$ cat src/verilog/pwmotc_pkg.sv
// package for the pwm output and trigger conditioning stage.
// assumes one 250 mhz clock and an active-low asynchronous reset.
//
// Behaviour
// - main dead time is 14 unsigned bits; bits 15-14 read zero.
// - separate alternate 14-bit dead time register for the same unit.
// - divider passes one trigger out of every N+1 trigger events.
// - after enable, wait start-field pwm cycles before the first trigger.
// - a secondary generator never raises trigger interrupts.
// - owner bit one gives the pin to pwm, zero to general io.
// - polarity bit one makes that output active-low.
// - mode 00 complementary, 01 redundant, 10 push-pull; 11 reserved.
// - force enable makes the pin follow its force value bit.
// - active fault drives pins to the fault value bits.
// - active current limit drives pins to the limit value bits.
// - swap exchanges high and low generated signals between pins.
// - sync set applies forces at cycle boundary, clear on next clock.
// - with write lock set, pin control writes need the unlock first.
// - trigger control bits 11-6 ignore writes and read zero.
// - trigger compare is matched against the local time base.
// - dead time select: 11 compensation, 10 off, 01 negative, 00 positive.
// - fault mode 01 cycle-by-cycle, 00 latched, 11 ignores the fault.
package pwmotc_pkg;
	// ==========================================================
	// bus geometry and register map
	localparam int unsigned ADDR_W = 3;
	localparam int unsigned DATA_W = 16;
	localparam int unsigned DT_W = 14;
	localparam logic [ADDR_W-1:0] OFS_MAIN_DT = 3'h0;
	localparam logic [ADDR_W-1:0] OFS_ALT_DT = 3'h1;
	localparam logic [ADDR_W-1:0] OFS_TRG_CTL = 3'h2;
	localparam logic [ADDR_W-1:0] OFS_PIN_CTL = 3'h3;
	localparam logic [ADDR_W-1:0] OFS_TRG_CMP = 3'h4;
	localparam logic [ADDR_W-1:0] OFS_MODE = 3'h5;
	localparam logic [DATA_W-1:0] REG_RESET = 16'h0000;
	localparam logic [DATA_W-1:0] DT_MASK = 16'h3fff;
	localparam logic [DATA_W-1:0] TRG_CTL_MASK = 16'hf03f;
	localparam logic [DATA_W-1:0] MODE_MASK = 16'h0037;
	// ==========================================================
	// field positions
	localparam int unsigned PC_HOWN = 15;
	localparam int unsigned PC_LOWN = 14;
	localparam int unsigned PC_HINV = 13;
	localparam int unsigned PC_LINV = 12;
	localparam int unsigned PC_MODE_LO = 10;
	localparam int unsigned PC_HFEN = 9;
	localparam int unsigned PC_LFEN = 8;
	localparam int unsigned PC_FVAL_LO = 6;
	localparam int unsigned PC_FLT_LO = 4;
	localparam int unsigned PC_LIM_LO = 2;
	localparam int unsigned PC_SWAP = 1;
	localparam int unsigned PC_SYNC = 0;
	localparam int unsigned TC_DIV_LO = 12;
	localparam int unsigned TC_DIV_W = 4;
	localparam int unsigned TC_STRT_LO = 0;
	localparam int unsigned TC_STRT_W = 6;
	localparam int unsigned MD_FLT_LO = 0;
	localparam int unsigned MD_LIM = 2;
	localparam int unsigned MD_DTS_LO = 4;
	// ==========================================================
	// mode encodings and states
	typedef enum logic [1:0] {
		PM_COMPL = 2'b00,
		PM_REDUN = 2'b01,
		PM_PUSH = 2'b10,
		PM_RSVD = 2'b11
	} pwmotc_pmode_t;
	typedef enum logic [1:0] {
		FM_LATCH = 2'b00,
		FM_CYCLE = 2'b01,
		FM_RSVD = 2'b10,
		FM_OFF = 2'b11
	} pwmotc_fmode_t;
	typedef enum logic [1:0] {
		DS_POS = 2'b00,
		DS_NEG = 2'b01,
		DS_OFF = 2'b10,
		DS_COMP = 2'b11
	} pwmotc_dts_t;
	typedef enum logic {
		FS_IDLE = 1'b0,
		FS_FORCE = 1'b1
	} pwmotc_fstate_t;
endpackage : pwmotc_pkg

$ cat src/verilog/pwmotc_trigger.sv
// trigger start delay and output divider for one pwm generator.
// assumes event and cycle-start pulses are one clock long, same clock.
`timescale 1ns/1ps
module pwmotc_trigger #(
	parameter int unsigned DIV_W = 4,
	parameter int unsigned STRT_W = 6
) (
	input wire logic i_clock,
	input wire logic i_resetn,
	input wire logic i_module_enable,
	input wire logic i_cycle_start,
	input wire logic i_event,
	input wire logic [DIV_W-1:0] i_divider,
	input wire logic [STRT_W-1:0] i_start_delay,
	output logic o_trigger
);
	import pwmotc_pkg::*;
	logic en_d_reg, en_d_next;
	logic armed_reg, armed_next;
	logic [STRT_W-1:0] delay_reg, delay_next;
	logic [DIV_W-1:0] div_reg, div_next;
	logic trig_reg, trig_next;
	logic en_rise;
	assign en_rise = i_module_enable & ~en_d_reg;

	// ==========================================================
	// delay then divide; an event in the arming cycle is still held off
	always_comb begin
		en_d_next = i_module_enable;
		armed_next = armed_reg;
		delay_next = delay_reg;
		div_next = div_reg;
		trig_next = 1'b0;
		if (!i_module_enable) begin
			armed_next = 1'b0;
			div_next = '0;
		end else if (en_rise) begin
			delay_next = i_start_delay;
			armed_next = (i_start_delay == '0);
			div_next = '0;
		end else if (!armed_reg) begin
			if (i_cycle_start) begin
				delay_next = delay_reg - 1'b1;
				armed_next = (delay_reg <= 1);
			end
		end else if (i_event) begin
			if (div_reg == i_divider) begin
				trig_next = 1'b1;
				div_next = '0;
			end else begin
				div_next = div_reg + 1'b1;
			end
		end
	end

	// registers only
	always_ff @(posedge i_clock or negedge i_resetn) begin
		if (!i_resetn) begin
			en_d_reg <= 1'b0;
			armed_reg <= 1'b0;
			delay_reg <= '0;
			div_reg <= '0;
			trig_reg <= 1'b0;
		end else begin
			en_d_reg <= en_d_next;
			armed_reg <= armed_next;
			delay_reg <= delay_next;
			div_reg <= div_next;
			trig_reg <= trig_next;
		end
	end
	assign o_trigger = trig_reg;
endmodule : pwmotc_trigger

$ cat src/verilog/pwmotc_top.sv
// pwm output conditioning, dead-time values and adc trigger unit.
// assumes waveform, fault, limit and time base inputs are on i_clock;
// the fault and limit inputs are already source-selected and blanked.
`timescale 1ns/1ps
module pwmotc_top #(
	parameter bit IS_PRIMARY = 1'b1
) (
	input wire logic i_clock,
	input wire logic i_resetn,
	input wire logic [pwmotc_pkg::ADDR_W-1:0] i_addr,
	input wire logic [pwmotc_pkg::DATA_W-1:0] i_wdata,
	input wire logic i_wr,
	input wire logic i_rd,
	output logic [pwmotc_pkg::DATA_W-1:0] o_rdata,
	input wire logic i_config_write_lock,
	input wire logic i_unlock_pulse,
	input wire logic i_module_enable,
	input wire logic i_cycle_start,
	input wire logic i_local_time_base,
	input wire logic [pwmotc_pkg::DATA_W-1:0] i_time_base,
	input wire logic i_gen_high,
	input wire logic i_gen_low,
	input wire logic i_fault_active,
	input wire logic i_limit_active,
	output logic o_high_side_output,
	output logic o_low_side_output,
	output logic o_high_pin_owner,
	output logic o_low_pin_owner,
	output logic [pwmotc_pkg::DT_W-1:0] o_rise_dead_time,
	output logic [pwmotc_pkg::DT_W-1:0] o_fall_dead_time,
	output logic o_dead_time_negative,
	output logic o_dead_time_comp,
	output logic o_adc_trigger,
	output logic o_trigger_irq
);
	import pwmotc_pkg::*;
	// ==========================================================
	// register file state
	logic [DATA_W-1:0] main_dt_reg, main_dt_next;
	logic [DATA_W-1:0] alt_dt_reg, alt_dt_next;
	logic [DATA_W-1:0] trg_ctl_reg, trg_ctl_next;
	logic [DATA_W-1:0] pin_ctl_reg, pin_ctl_next;
	logic [DATA_W-1:0] trg_cmp_reg, trg_cmp_next;
	logic [DATA_W-1:0] mode_reg, mode_next;
	logic [DATA_W-1:0] rdata_reg, rdata_next;
	logic unlock_reg, unlock_next;
	logic pin_wr, pin_wr_ok, mode_wr;
	pwmotc_pmode_t pmode;
	pwmotc_fmode_t fmode;
	pwmotc_dts_t dts;

	assign pin_wr = i_wr && (i_addr == OFS_PIN_CTL);
	assign mode_wr = i_wr && (i_addr == OFS_MODE);
	// locked writes are dropped silently, the bus never stalls
	assign pin_wr_ok = !i_config_write_lock || unlock_reg;
	assign pmode = pwmotc_pmode_t'(pin_ctl_reg[PC_MODE_LO +: 2]);
	assign fmode = pwmotc_fmode_t'(mode_reg[MD_FLT_LO +: 2]);
	assign dts = pwmotc_dts_t'(mode_reg[MD_DTS_LO +: 2]);

	// dead time, trigger control and mode writes store masked values; reads answer one cycle later
	always_comb begin
		main_dt_next = main_dt_reg;
		alt_dt_next = alt_dt_reg;
		trg_ctl_next = trg_ctl_reg;
		pin_ctl_next = pin_ctl_reg;
		trg_cmp_next = trg_cmp_reg;
		mode_next = mode_reg;
		unlock_next = unlock_reg;
		rdata_next = REG_RESET;
		if (pin_wr && pin_wr_ok)
			unlock_next = 1'b0; // one unlock admits one write
		if (i_unlock_pulse)
			unlock_next = 1'b1;
		if (i_wr) begin
			case (i_addr)
				OFS_MAIN_DT: main_dt_next = i_wdata & DT_MASK;
				OFS_ALT_DT: alt_dt_next = i_wdata & DT_MASK;
				OFS_TRG_CTL: trg_ctl_next = i_wdata & TRG_CTL_MASK;
				OFS_PIN_CTL: begin
					if (pin_wr_ok)
						pin_ctl_next = i_wdata;
				end
				OFS_TRG_CMP: trg_cmp_next = i_wdata;
				OFS_MODE: mode_next = i_wdata & MODE_MASK;
				default: ;
			endcase
		end
		if (i_rd) begin
			case (i_addr)
				OFS_MAIN_DT: rdata_next = main_dt_reg;
				OFS_ALT_DT: rdata_next = alt_dt_reg;
				OFS_TRG_CTL: rdata_next = trg_ctl_reg;
				OFS_PIN_CTL: rdata_next = pin_ctl_reg;
				OFS_TRG_CMP: rdata_next = trg_cmp_reg;
				OFS_MODE: rdata_next = mode_reg;
				default: rdata_next = REG_RESET;
			endcase
		end
	end

	// everything clears at reset: gpio owns pins, no forces
	always_ff @(posedge i_clock or negedge i_resetn) begin
		if (!i_resetn) begin
			main_dt_reg <= REG_RESET;
			alt_dt_reg <= REG_RESET;
			trg_ctl_reg <= REG_RESET;
			pin_ctl_reg <= REG_RESET;
			trg_cmp_reg <= REG_RESET;
			mode_reg <= REG_RESET;
			rdata_reg <= REG_RESET;
			unlock_reg <= 1'b0;
		end else begin
			main_dt_reg <= main_dt_next;
			alt_dt_reg <= alt_dt_next;
			trg_ctl_reg <= trg_ctl_next;
			pin_ctl_reg <= pin_ctl_next;
			trg_cmp_reg <= trg_cmp_next;
			mode_reg <= mode_next;
			rdata_reg <= rdata_next;
			unlock_reg <= unlock_next;
		end
	end
	assign o_rdata = rdata_reg;

	// ==========================================================
	// fault and current-limit forcing state
	pwmotc_fstate_t fstate_reg, fstate_next;
	logic lim_hold_reg, lim_hold_next;
	logic fault_forced, limit_forced, fault_used;

	assign fault_used = (fmode == FM_LATCH) || (fmode == FM_CYCLE);
	assign fault_forced = fault_used &&
		(i_fault_active || fstate_reg == FS_FORCE);
	assign limit_forced = mode_reg[MD_LIM] &&
		(i_limit_active || lim_hold_reg);

	// latched faults clear only by a mode write with the input quiet;
	// a still-active fault wins over that clear
	always_comb begin
		fstate_next = fstate_reg;
		lim_hold_next = lim_hold_reg;
		case (fstate_reg)
			FS_IDLE: begin
				if (fault_used && i_fault_active)
					fstate_next = FS_FORCE;
			end
			FS_FORCE: begin
				if (!fault_used)
					fstate_next = FS_IDLE;
				else if (i_fault_active)
					fstate_next = FS_FORCE;
				else if (fmode == FM_CYCLE && i_cycle_start)
					fstate_next = FS_IDLE;
				else if (fmode == FM_LATCH && mode_wr)
					fstate_next = FS_IDLE;
			end
			default: fstate_next = FS_IDLE;
		endcase
		if (!mode_reg[MD_LIM])
			lim_hold_next = 1'b0;
		else if (i_limit_active)
			lim_hold_next = 1'b1;
		else if (i_cycle_start)
			lim_hold_next = 1'b0;
	end

	// registers only
	always_ff @(posedge i_clock or negedge i_resetn) begin
		if (!i_resetn) begin
			fstate_reg <= FS_IDLE;
			lim_hold_reg <= 1'b0;
		end else begin
			fstate_reg <= fstate_next;
			lim_hold_reg <= lim_hold_next;
		end
	end

	// ==========================================================
	// force shadow and push-pull phase
	logic [1:0] force_en_reg, force_en_next;
	logic [1:0] force_val_reg, force_val_next;
	logic pp_phase_reg, pp_phase_next;

	// synced forces wait for the boundary to avoid runt pulses
	always_comb begin
		force_en_next = {pin_ctl_reg[PC_HFEN], pin_ctl_reg[PC_LFEN]};
		force_val_next = pin_ctl_reg[PC_FVAL_LO +: 2];
		if (pin_ctl_reg[PC_SYNC] && !i_cycle_start) begin
			force_en_next = force_en_reg;
			force_val_next = force_val_reg;
		end
		pp_phase_next = pp_phase_reg;
		if (!i_module_enable)
			pp_phase_next = 1'b0;
		else if (i_cycle_start)
			pp_phase_next = ~pp_phase_reg;
	end

	// registers only
	always_ff @(posedge i_clock or negedge i_resetn) begin
		if (!i_resetn) begin
			force_en_reg <= 2'h0;
			force_val_reg <= 2'h0;
			pp_phase_reg <= 1'b0;
		end else begin
			force_en_reg <= force_en_next;
			force_val_reg <= force_val_next;
			pp_phase_reg <= pp_phase_next;
		end
	end

	// ==========================================================
	// output pin pair conditioning
	logic out_h_reg, out_h_next, out_l_reg, out_l_next;
	logic mh, ml, sh, sl, fh, fl;

	// mode, swap, force, limit, fault, polarity, ownership in that order
	always_comb begin
		case (pmode)
			PM_COMPL: begin
				mh = i_gen_high;
				ml = i_gen_low; // generator supplies the complement
			end
			PM_REDUN: begin
				mh = i_gen_high;
				ml = i_gen_high;
			end
			PM_PUSH: begin
				mh = i_gen_high & ~pp_phase_reg;
				ml = i_gen_high & pp_phase_reg;
			end
			default: begin
				mh = 1'b0; // reserved code parks both low
				ml = 1'b0;
			end
		endcase
		sh = pin_ctl_reg[PC_SWAP] ? ml : mh;
		sl = pin_ctl_reg[PC_SWAP] ? mh : ml;
		fh = force_en_reg[1] ? force_val_reg[1] : sh;
		fl = force_en_reg[0] ? force_val_reg[0] : sl;
		if (limit_forced) begin
			fh = pin_ctl_reg[PC_LIM_LO + 1];
			fl = pin_ctl_reg[PC_LIM_LO];
		end
		if (fault_forced) begin
			fh = pin_ctl_reg[PC_FLT_LO + 1];
			fl = pin_ctl_reg[PC_FLT_LO];
		end
		out_h_next = pin_ctl_reg[PC_HOWN] &
			(fh ^ pin_ctl_reg[PC_HINV]);
		out_l_next = pin_ctl_reg[PC_LOWN] &
			(fl ^ pin_ctl_reg[PC_LINV]);
	end

	// registers only
	always_ff @(posedge i_clock or negedge i_resetn) begin
		if (!i_resetn) begin
			out_h_reg <= 1'b0;
			out_l_reg <= 1'b0;
		end else begin
			out_h_reg <= out_h_next;
			out_l_reg <= out_l_next;
		end
	end
	assign o_high_side_output = out_h_reg;
	assign o_low_side_output = out_l_reg;
	assign o_high_pin_owner = pin_ctl_reg[PC_HOWN];
	assign o_low_pin_owner = pin_ctl_reg[PC_LOWN];

	// ==========================================================
	// dead-time values for the neighbouring dead-time unit
	always_comb begin
		o_rise_dead_time = main_dt_reg[DT_W-1:0];
		o_fall_dead_time = alt_dt_reg[DT_W-1:0];
		if (dts == DS_OFF) begin
			o_rise_dead_time = '0;
			o_fall_dead_time = '0;
		end
		// negative dead time only means anything in complementary mode
		o_dead_time_negative = (dts == DS_NEG) && (pmode == PM_COMPL);
		o_dead_time_comp = (dts == DS_COMP);
	end

	// ==========================================================
	// adc trigger: compare match edge, delay and divide
	logic match_reg, match_next, trig_event, trig_out;
	assign match_next = (i_time_base == trg_cmp_reg);
	// one event per match, even if the time base idles on the value
	assign trig_event = i_local_time_base && match_next &&
		!match_reg;

	always_ff @(posedge i_clock or negedge i_resetn) begin
		if (!i_resetn)
			match_reg <= 1'b0;
		else
			match_reg <= match_next;
	end

	pwmotc_trigger #(
		.DIV_W(TC_DIV_W),
		.STRT_W(TC_STRT_W)
	) u_trigger (
		.i_clock(i_clock),
		.i_resetn(i_resetn),
		.i_module_enable(i_module_enable),
		.i_cycle_start(i_cycle_start),
		.i_event(trig_event),
		.i_divider(trg_ctl_reg[TC_DIV_LO +: TC_DIV_W]),
		.i_start_delay(trg_ctl_reg[TC_STRT_LO +: TC_STRT_W]),
		.o_trigger(trig_out)
	);
	assign o_adc_trigger = trig_out;
	assign o_trigger_irq = IS_PRIMARY & trig_out;
endmodule : pwmotc_top

$ cat config.mk
export PLATFORM = sky130hd
export DESIGN_NAME = pwmotc_top
export DESIGN_NICKNAME = d
export VERILOG_FILES = /design/src/verilog/pwmotc_pkg.sv /design/src/verilog/pwmotc_trigger.sv /design/src/verilog/pwmotc_top.sv
export SDC_FILE = /design/constraint.sdc
export NUM_CORES = 1
export LEC_CHECK = 0
export BUFFER_PORTS_ARGS = -buffer_cell sky130_fd_sc_hd__buf_4
export CAP_MARGIN = 25
export CORE_UTILIZATION = 42
export CTS_CLUSTER_DIAMETER = 150
export DETAILED_ROUTE_END_ITERATION = 12
export GPL_TIMING_DRIVEN = 0
export PLACE_DENSITY = 0.65
export SLEW_MARGIN = 5
export SYNTH_ARGS = -nofsm -noshare
export SYNTH_HDL_FRONTEND = slang
export SYNTH_HIERARCHICAL = 1
export SYNTH_SLANG_ARGS = --single-unit
$ cat constraint.sdc
create_clock -name i_clock -period 1.5 [get_ports i_clock]
set_input_delay 0 -clock i_clock [delete_from_list [all_inputs] [get_ports i_clock]]
set_output_delay 0 -clock i_clock [all_outputs]
set_load 0.01 [all_outputs]
Word level (Yosys, flattened, before mapping)

Cells that the tools add are included.

Bits in latches: 0
Memories: 0
Input bits: 48
Word-level logic and storage cells: 130
Memory bits (writable): 0
Output and inout bits: 52
Bits in read-only memories: 0
Bits in registers: 115

Muxes and demuxes: 44
$add $sub $neg: 2
Magnitude comparators: 1
Reductions and logical operators: 34
Shift operators: 0
Eq/ne operators: 18
Multiply operators: 0
Divide/modulo/power cells: 0
Bitwise operators: 10

Operators by type and width:

| kind                                                  | number |
|---|---|
| case mux 16 bit (6 select lines)                      | 1 |
| two-way mux 1 bit                                     | 29 |
| two-way mux 14 bit                                    | 2 |
| two-way mux 4 bit                                     | 5 |
| two-way mux 6 bit                                     | 3 |
| equality test 16 bit                                  | 1 |
| two-way mux 16 bit                                    | 1 |
| logical AND 1 bit                                     | 12 |
| AND reduction 2 bit                                   | 6 |
| equality test 2 x 1 -> 1 bit, second input constant   | 3 |
| equality test 2 bit, second input constant            | 3 |
| equality test 3 x 2 -> 1 bit, second input constant   | 2 |
| equality test 3 bit, second input constant            | 2 |
| <= comparator 6 x 1 -> 1 bit, second input constant   | 1 |
| logical NOT 6 bit                                     | 1 |
| inequality test 3 x 1 -> 1 bit, second input constant | 2 |
| AND reduction 3 bit                                   | 2 |
| subtractor 6 x 1 -> 6 bit, second input constant      | 1 |
| bitwise AND 1 bit                                     | 5 |
| adder 4 x 1 -> 4 bit, second input constant           | 1 |
| equality test 4 bit                                   | 1 |
| logical NOT 2 bit                                     | 2 |
| logical OR 1 bit                                      | 4 |
| case mux 1 bit (2 select lines)                       | 2 |
| other kinds (11)                                      | 17 |

Longest topological paths before layout

Depth in word-level cells: 9
Mapped depth: 7
Mapped depth without buffers: 7

Cells and area by module

The synthesis kept the hierarchy.

Modules (own cells, without submodules):

| module         | instances | seq. area each (um^2) | cells each | area an instance (um^2) |
|---|---|---|---|---|
| pwmotc_top     | 1         | 2552.4                | 393        | 4884.7 |
| pwmotc_trigger | 1         | 325.3                 | 87         | 867.1 |

Worst setup path before layout

Ideal clock, no wire load.

Path kind: flip-flop to flip-flop
Start: register trg_cmp_reg[13]
End: register u_trigger.div_reg[0]
Arrival: 1502 ps
Slack: -123 ps
Period minus slack after synthesis: 1623 ps
Data required time: 1379 ps
Setup time: 121 ps
Stages on the path, launching flop included: 7
Cell sequence: dfrtp_1 > xnor2_1 > nand4_1 > nor4_1 > and3b_1 > a21oi_2 > a22o_2

Longest elaborated chain between the ends: 5

Ends and longest elaborated chain:

| element                                         | line                 | source |
|---|---|---|
| start: declaration                              | pwmotc_top.sv:43     | `logic [DATA_W-1:0] trg_cmp_reg, trg_cmp_next;` |
| start signal: assignment                        | pwmotc_top.sv:117    | `trg_cmp_reg <= trg_cmp_next;` |
| equality test 16 bit                            | pwmotc_top.sv:287    | `assign match_next = (i_time_base == trg_cmp_reg);` |
| named net match_next                            | pwmotc_top.sv:286    | `logic match_reg, match_next, trig_event, trig_out;` |
| logical AND 1 bit (2 in series)                 | pwmotc_top.sv:289    | `assign trig_event = i_local_time_base && match_next &&` |
| named net trig_event                            | pwmotc_top.sv:286    |  |
| inequality test 3 x 1 -> 1 bit (no source line) | --                   |  |
| AND reduction 2 bit (no source line)            | --                   |  |
| end signal: assignment                          | pwmotc_trigger.sv:68 | `div_reg <= div_next;` |
| end: declaration                                | pwmotc_trigger.sv:21 | `logic [DIV_W-1:0] div_reg, div_next;` |

The timed path passes the listed nets, and every way through them passes these cells.
A chain may end at the register's enable or synchronous reset.

Worst setup path after layout

Start: register trg_cmp_reg[0]
End: register u_trigger.div_reg[1]

Same word-level chain as after synthesis.

==> impl_metrics.py <==
metrics = {
    "min_path": {
        "min_path_type": "in2reg",
        "hold_path_depth": 4,
        "min_to": "match_reg",
        "hp-start": "i_time_base[1]",
    },
    "global_route": {
        "grt_pass1_vias": 4544,
        "gr-usage-all-layers": 0.2295,
        "gr-usage-met2": 0.3616,
        "grt_pass1_wl_um": 24520,
        "grt_most_used_layer": "met2",
        "grt_max_degree": 60,
        "use_met1": 0.3118,
        "grt_util_met3": 0.03831,
        "antenna_found_initial": 0,
        "overflow": 0,
    },
    "die": {
        "die_w_um": 119.0,
        "initial_core_util": 0.4326,
        "row_count": 42,
        "die_y_um": 119.0,
        "ios": 100,
        "coreArea_mm2": 0.01330,
        "die_area_mm2": 0.01417,
    },
    "timing": {
        "report.final.hold_viol_count": 1,
        "setup_tns_ps": -1761,
        "worstMarginPinSlew_ps": 586.5,
        "fin_crit_ps": 1902,
        "fmax_mhz": 525.8,
        "layout_setup_ws_ps": -401.7,
        "final.setup_skew_ps": 9.130,
        "slew_headroom": 0.6090,
        "finalMaxSlewViolations": 0,
        "hold_ws_ps": -23.61,
        "rsz0062_at_grt": "true",
        "finalSetupViolations": 5,
        "fin_crit_sh": 1.268,
    },
    "clock_tree": {
        "cts_max_level": 4,
        "clock_latency_ps": 420,
        "clk_pin_slew_ps": 50,
        "cts_hold_buf": 24,
        "cts_tree": "yes",
        "clock_sinks": 115,
        "cts_buffer_depth": 2,
        "ctsRootBufferMaster": "clkbuf_16",
        "cts_buffers": 17,
    },
    "logic_synthesis": {
        "ys_types": 62,
        "syn-num-nets": 531,
        "ys_async_sr_fraction": 1.000,
        "synth.yosys.seq_area_share": 0.5003,
        "yosysWarnings": 6,
        "syn_area_per_cell_um2": 11.98,
        "synth_cells": 480,
        "syn-cell-area_mm2": 0.005752,
        "synthTopCellsByCount": "dfrtp_1 (115), mux2_2 (71), and2_1 (35)",
        "yosys_most_used_dff": "dfrtp_1",
        "synth.area.top_cells": "dfrtp_1 (50%), mux2_2 (14%), and2_1 (3.8%)",
        "yosysTopAreaCell": "dfrtp_1",
        "synth-edff-count": 0,
        "yosysTopAreaCellShare": 0.5003,
        "synth.most_common_cell": "dfrtp_1",
        "synth_seq_cells": 115,
    },
    "final_layout": {
        "antenna-diode-count": 0,
        "fillerInstances": 1120,
        "final_core_util": 0.5767,
        "final_nets": 684,
        "syn_to_final_growth_pct": 33.30,
        "final_cell_count_no_fill": 815,
        "drive_gt1_frac": 0.4147,
    },
    "worst_setup_path": {
        "end_kind": "flip-flop",
        "slowest_stage": "dfrtp_2",
        "cp.buffers_inverters": 0,
        "r2r-end": "u_trigger/div_reg[1]",
        "cp.arrival_ps": 2250,
        "r2r_start": "trg_cmp_reg[0]",
        "rr_worst_depth": 7,
        "max_stage_delay_ps": 440,
        "setup.worst_path.class": "reg2reg",
        "cp.required_ps": 1850,
        "critical_path.cell_chain": "xnor2_1, nand4_1, nor4_4, and3b_2, nand2_1, nor2_2, a32o_2",
        "r2r_slack_ps": -400,
        "critPathLaunchType": "flip-flop",
        "critPathTopFamily": "simple AND/OR/NAND/NOR gates",
        "path_max_fanout": 4,
    },
    "detailed_routing": {
        "antenna_left": 0,
        "post_drt_wl_per_cell_um": 18.77,
        "drt_pass1_iterations": 4,
        "drc_errors": 0,
        "first_iter_violations": 329,
        "viasPerCell": 5.333,
        "detail_route.wirelength_um": 15300,
        "vias": 4346,
    },
    "flow_run": {
        "cap_violations": 0,
    },
    "power": {
        "power_density_mw_per_mm2": 1366,
        "total_power_w": 0.01047,
        "irDropWorstVdd_mv": 0.7543,
        "p_leak_nw": 3.420,
    },
    "status": {
        "failed_checks": "hold timing, setup timing",
        "outcome": "finished, violations left",
    },
    "place": {
        "place_congestion": 0.7989,
        "place_inst": 756,
        "pre_cts_ws_ps": -569.8,
        "portBuffers": 99,
        "dp_hpwl_um": 10810,
    },
}
[worst min-delay path: cells and delay by family]
family                    cells  cell delay, ps
buffers and inverters         1              80
xor gates and xnor gates      1              50
and+or+nand+nor               2             200
[logic make-up after synthesis]
logic type / Yosys count / share of synthesized area
compound gates: 86 / 0.1086
xor+xnor: 22 / 0.03350
fa+ha+maj: 3 / 0.006527
buf+inv: 34 / 0.03045
flops: 115 / 0.5003
mux: 93 / 0.1862
simple gates: 127 / 0.1344
[per-layer routing]
layer,wire (um),part of all wire
met3,535,0.035
met2,7402,0.48
met5,0,0
met1,7107,0.46
met4,255,0.017
[cell usage in the layout (no fill, tap or decap), drive strengths merged, types with 15 or more instances in the layout]
cell type | netlist | layout
buf | 17 | 130
dfrtp | 115 | 115
mux2 | 82 | 82
and2 | 36 | 36
clkbuf | 8 | 29
a21oi | 25 | 25
dlygate4sd3 | 0 | 24
nor2 | 22 | 22
xnor2 | 21 | 21
a22oi | 16 | 16
nand2 | 15 | 15
[cell type report]
class | instances | area, um2 | area share
timing repair buffer | 135 | 1097 | 0.1431
clock buffer | 24 | 481.7 | 0.06283
multi-input combinational | 331 | 2790 | 0.3639
sequential | 115 | 2883 | 0.3760
inverter | 9 | 33.78 | 0.004406
tap | 176 | 220.2 | 0.02872
clock inverter | 1 | 5.005 | 0.0006527
buffer | 24 | 156.4 | 0.02040
[power breakdown]
group          internal (W)  leakage, nW  switching (W)
clock network       0.00216        0.240        0.00129
logic               0.00155         1.77        0.00116
registers           0.00372         1.41       0.000595
total               0.00743         3.42        0.00304
[through the flow]
stage               hold WS (ps)  instance area (um2)
CTS                       -38.47                 7619
detailed placement         5.422                 6754
finish                    -23.61                 7667
global placement           176.4                 6723
global route              -26.04                 7667
floorplan                 -295.6                 5759
[how the worst max path moves through the flow]
stage,startpoint,end,slack (ps),cells past startpoint
finish,trg_cmp_reg[0],u_trigger/div_reg[1],-400,7
global placement,trg_cmp_reg[1],u_trigger/div_reg[2],-500,7
detailed placement,trg_cmp_reg[0],u_trigger/div_reg[2],-570,7
global route,trg_cmp_reg[15],u_trigger/div_reg[1],-520,7
floorplan,trg_cmp_reg[12],u_trigger/div_reg[2],-70,7
CTS,trg_cmp_reg[4],u_trigger/div_reg[2],-380,7
[timing repair]
item	in CTS	in global routing
buffers inserted	10	1
pin swaps	11	8
resized for setup	18	11
hold endpoints to repair	145	1
endpoints found under the setup margin	36	26
Note: power is estimated with default switching activity, not from simulation.
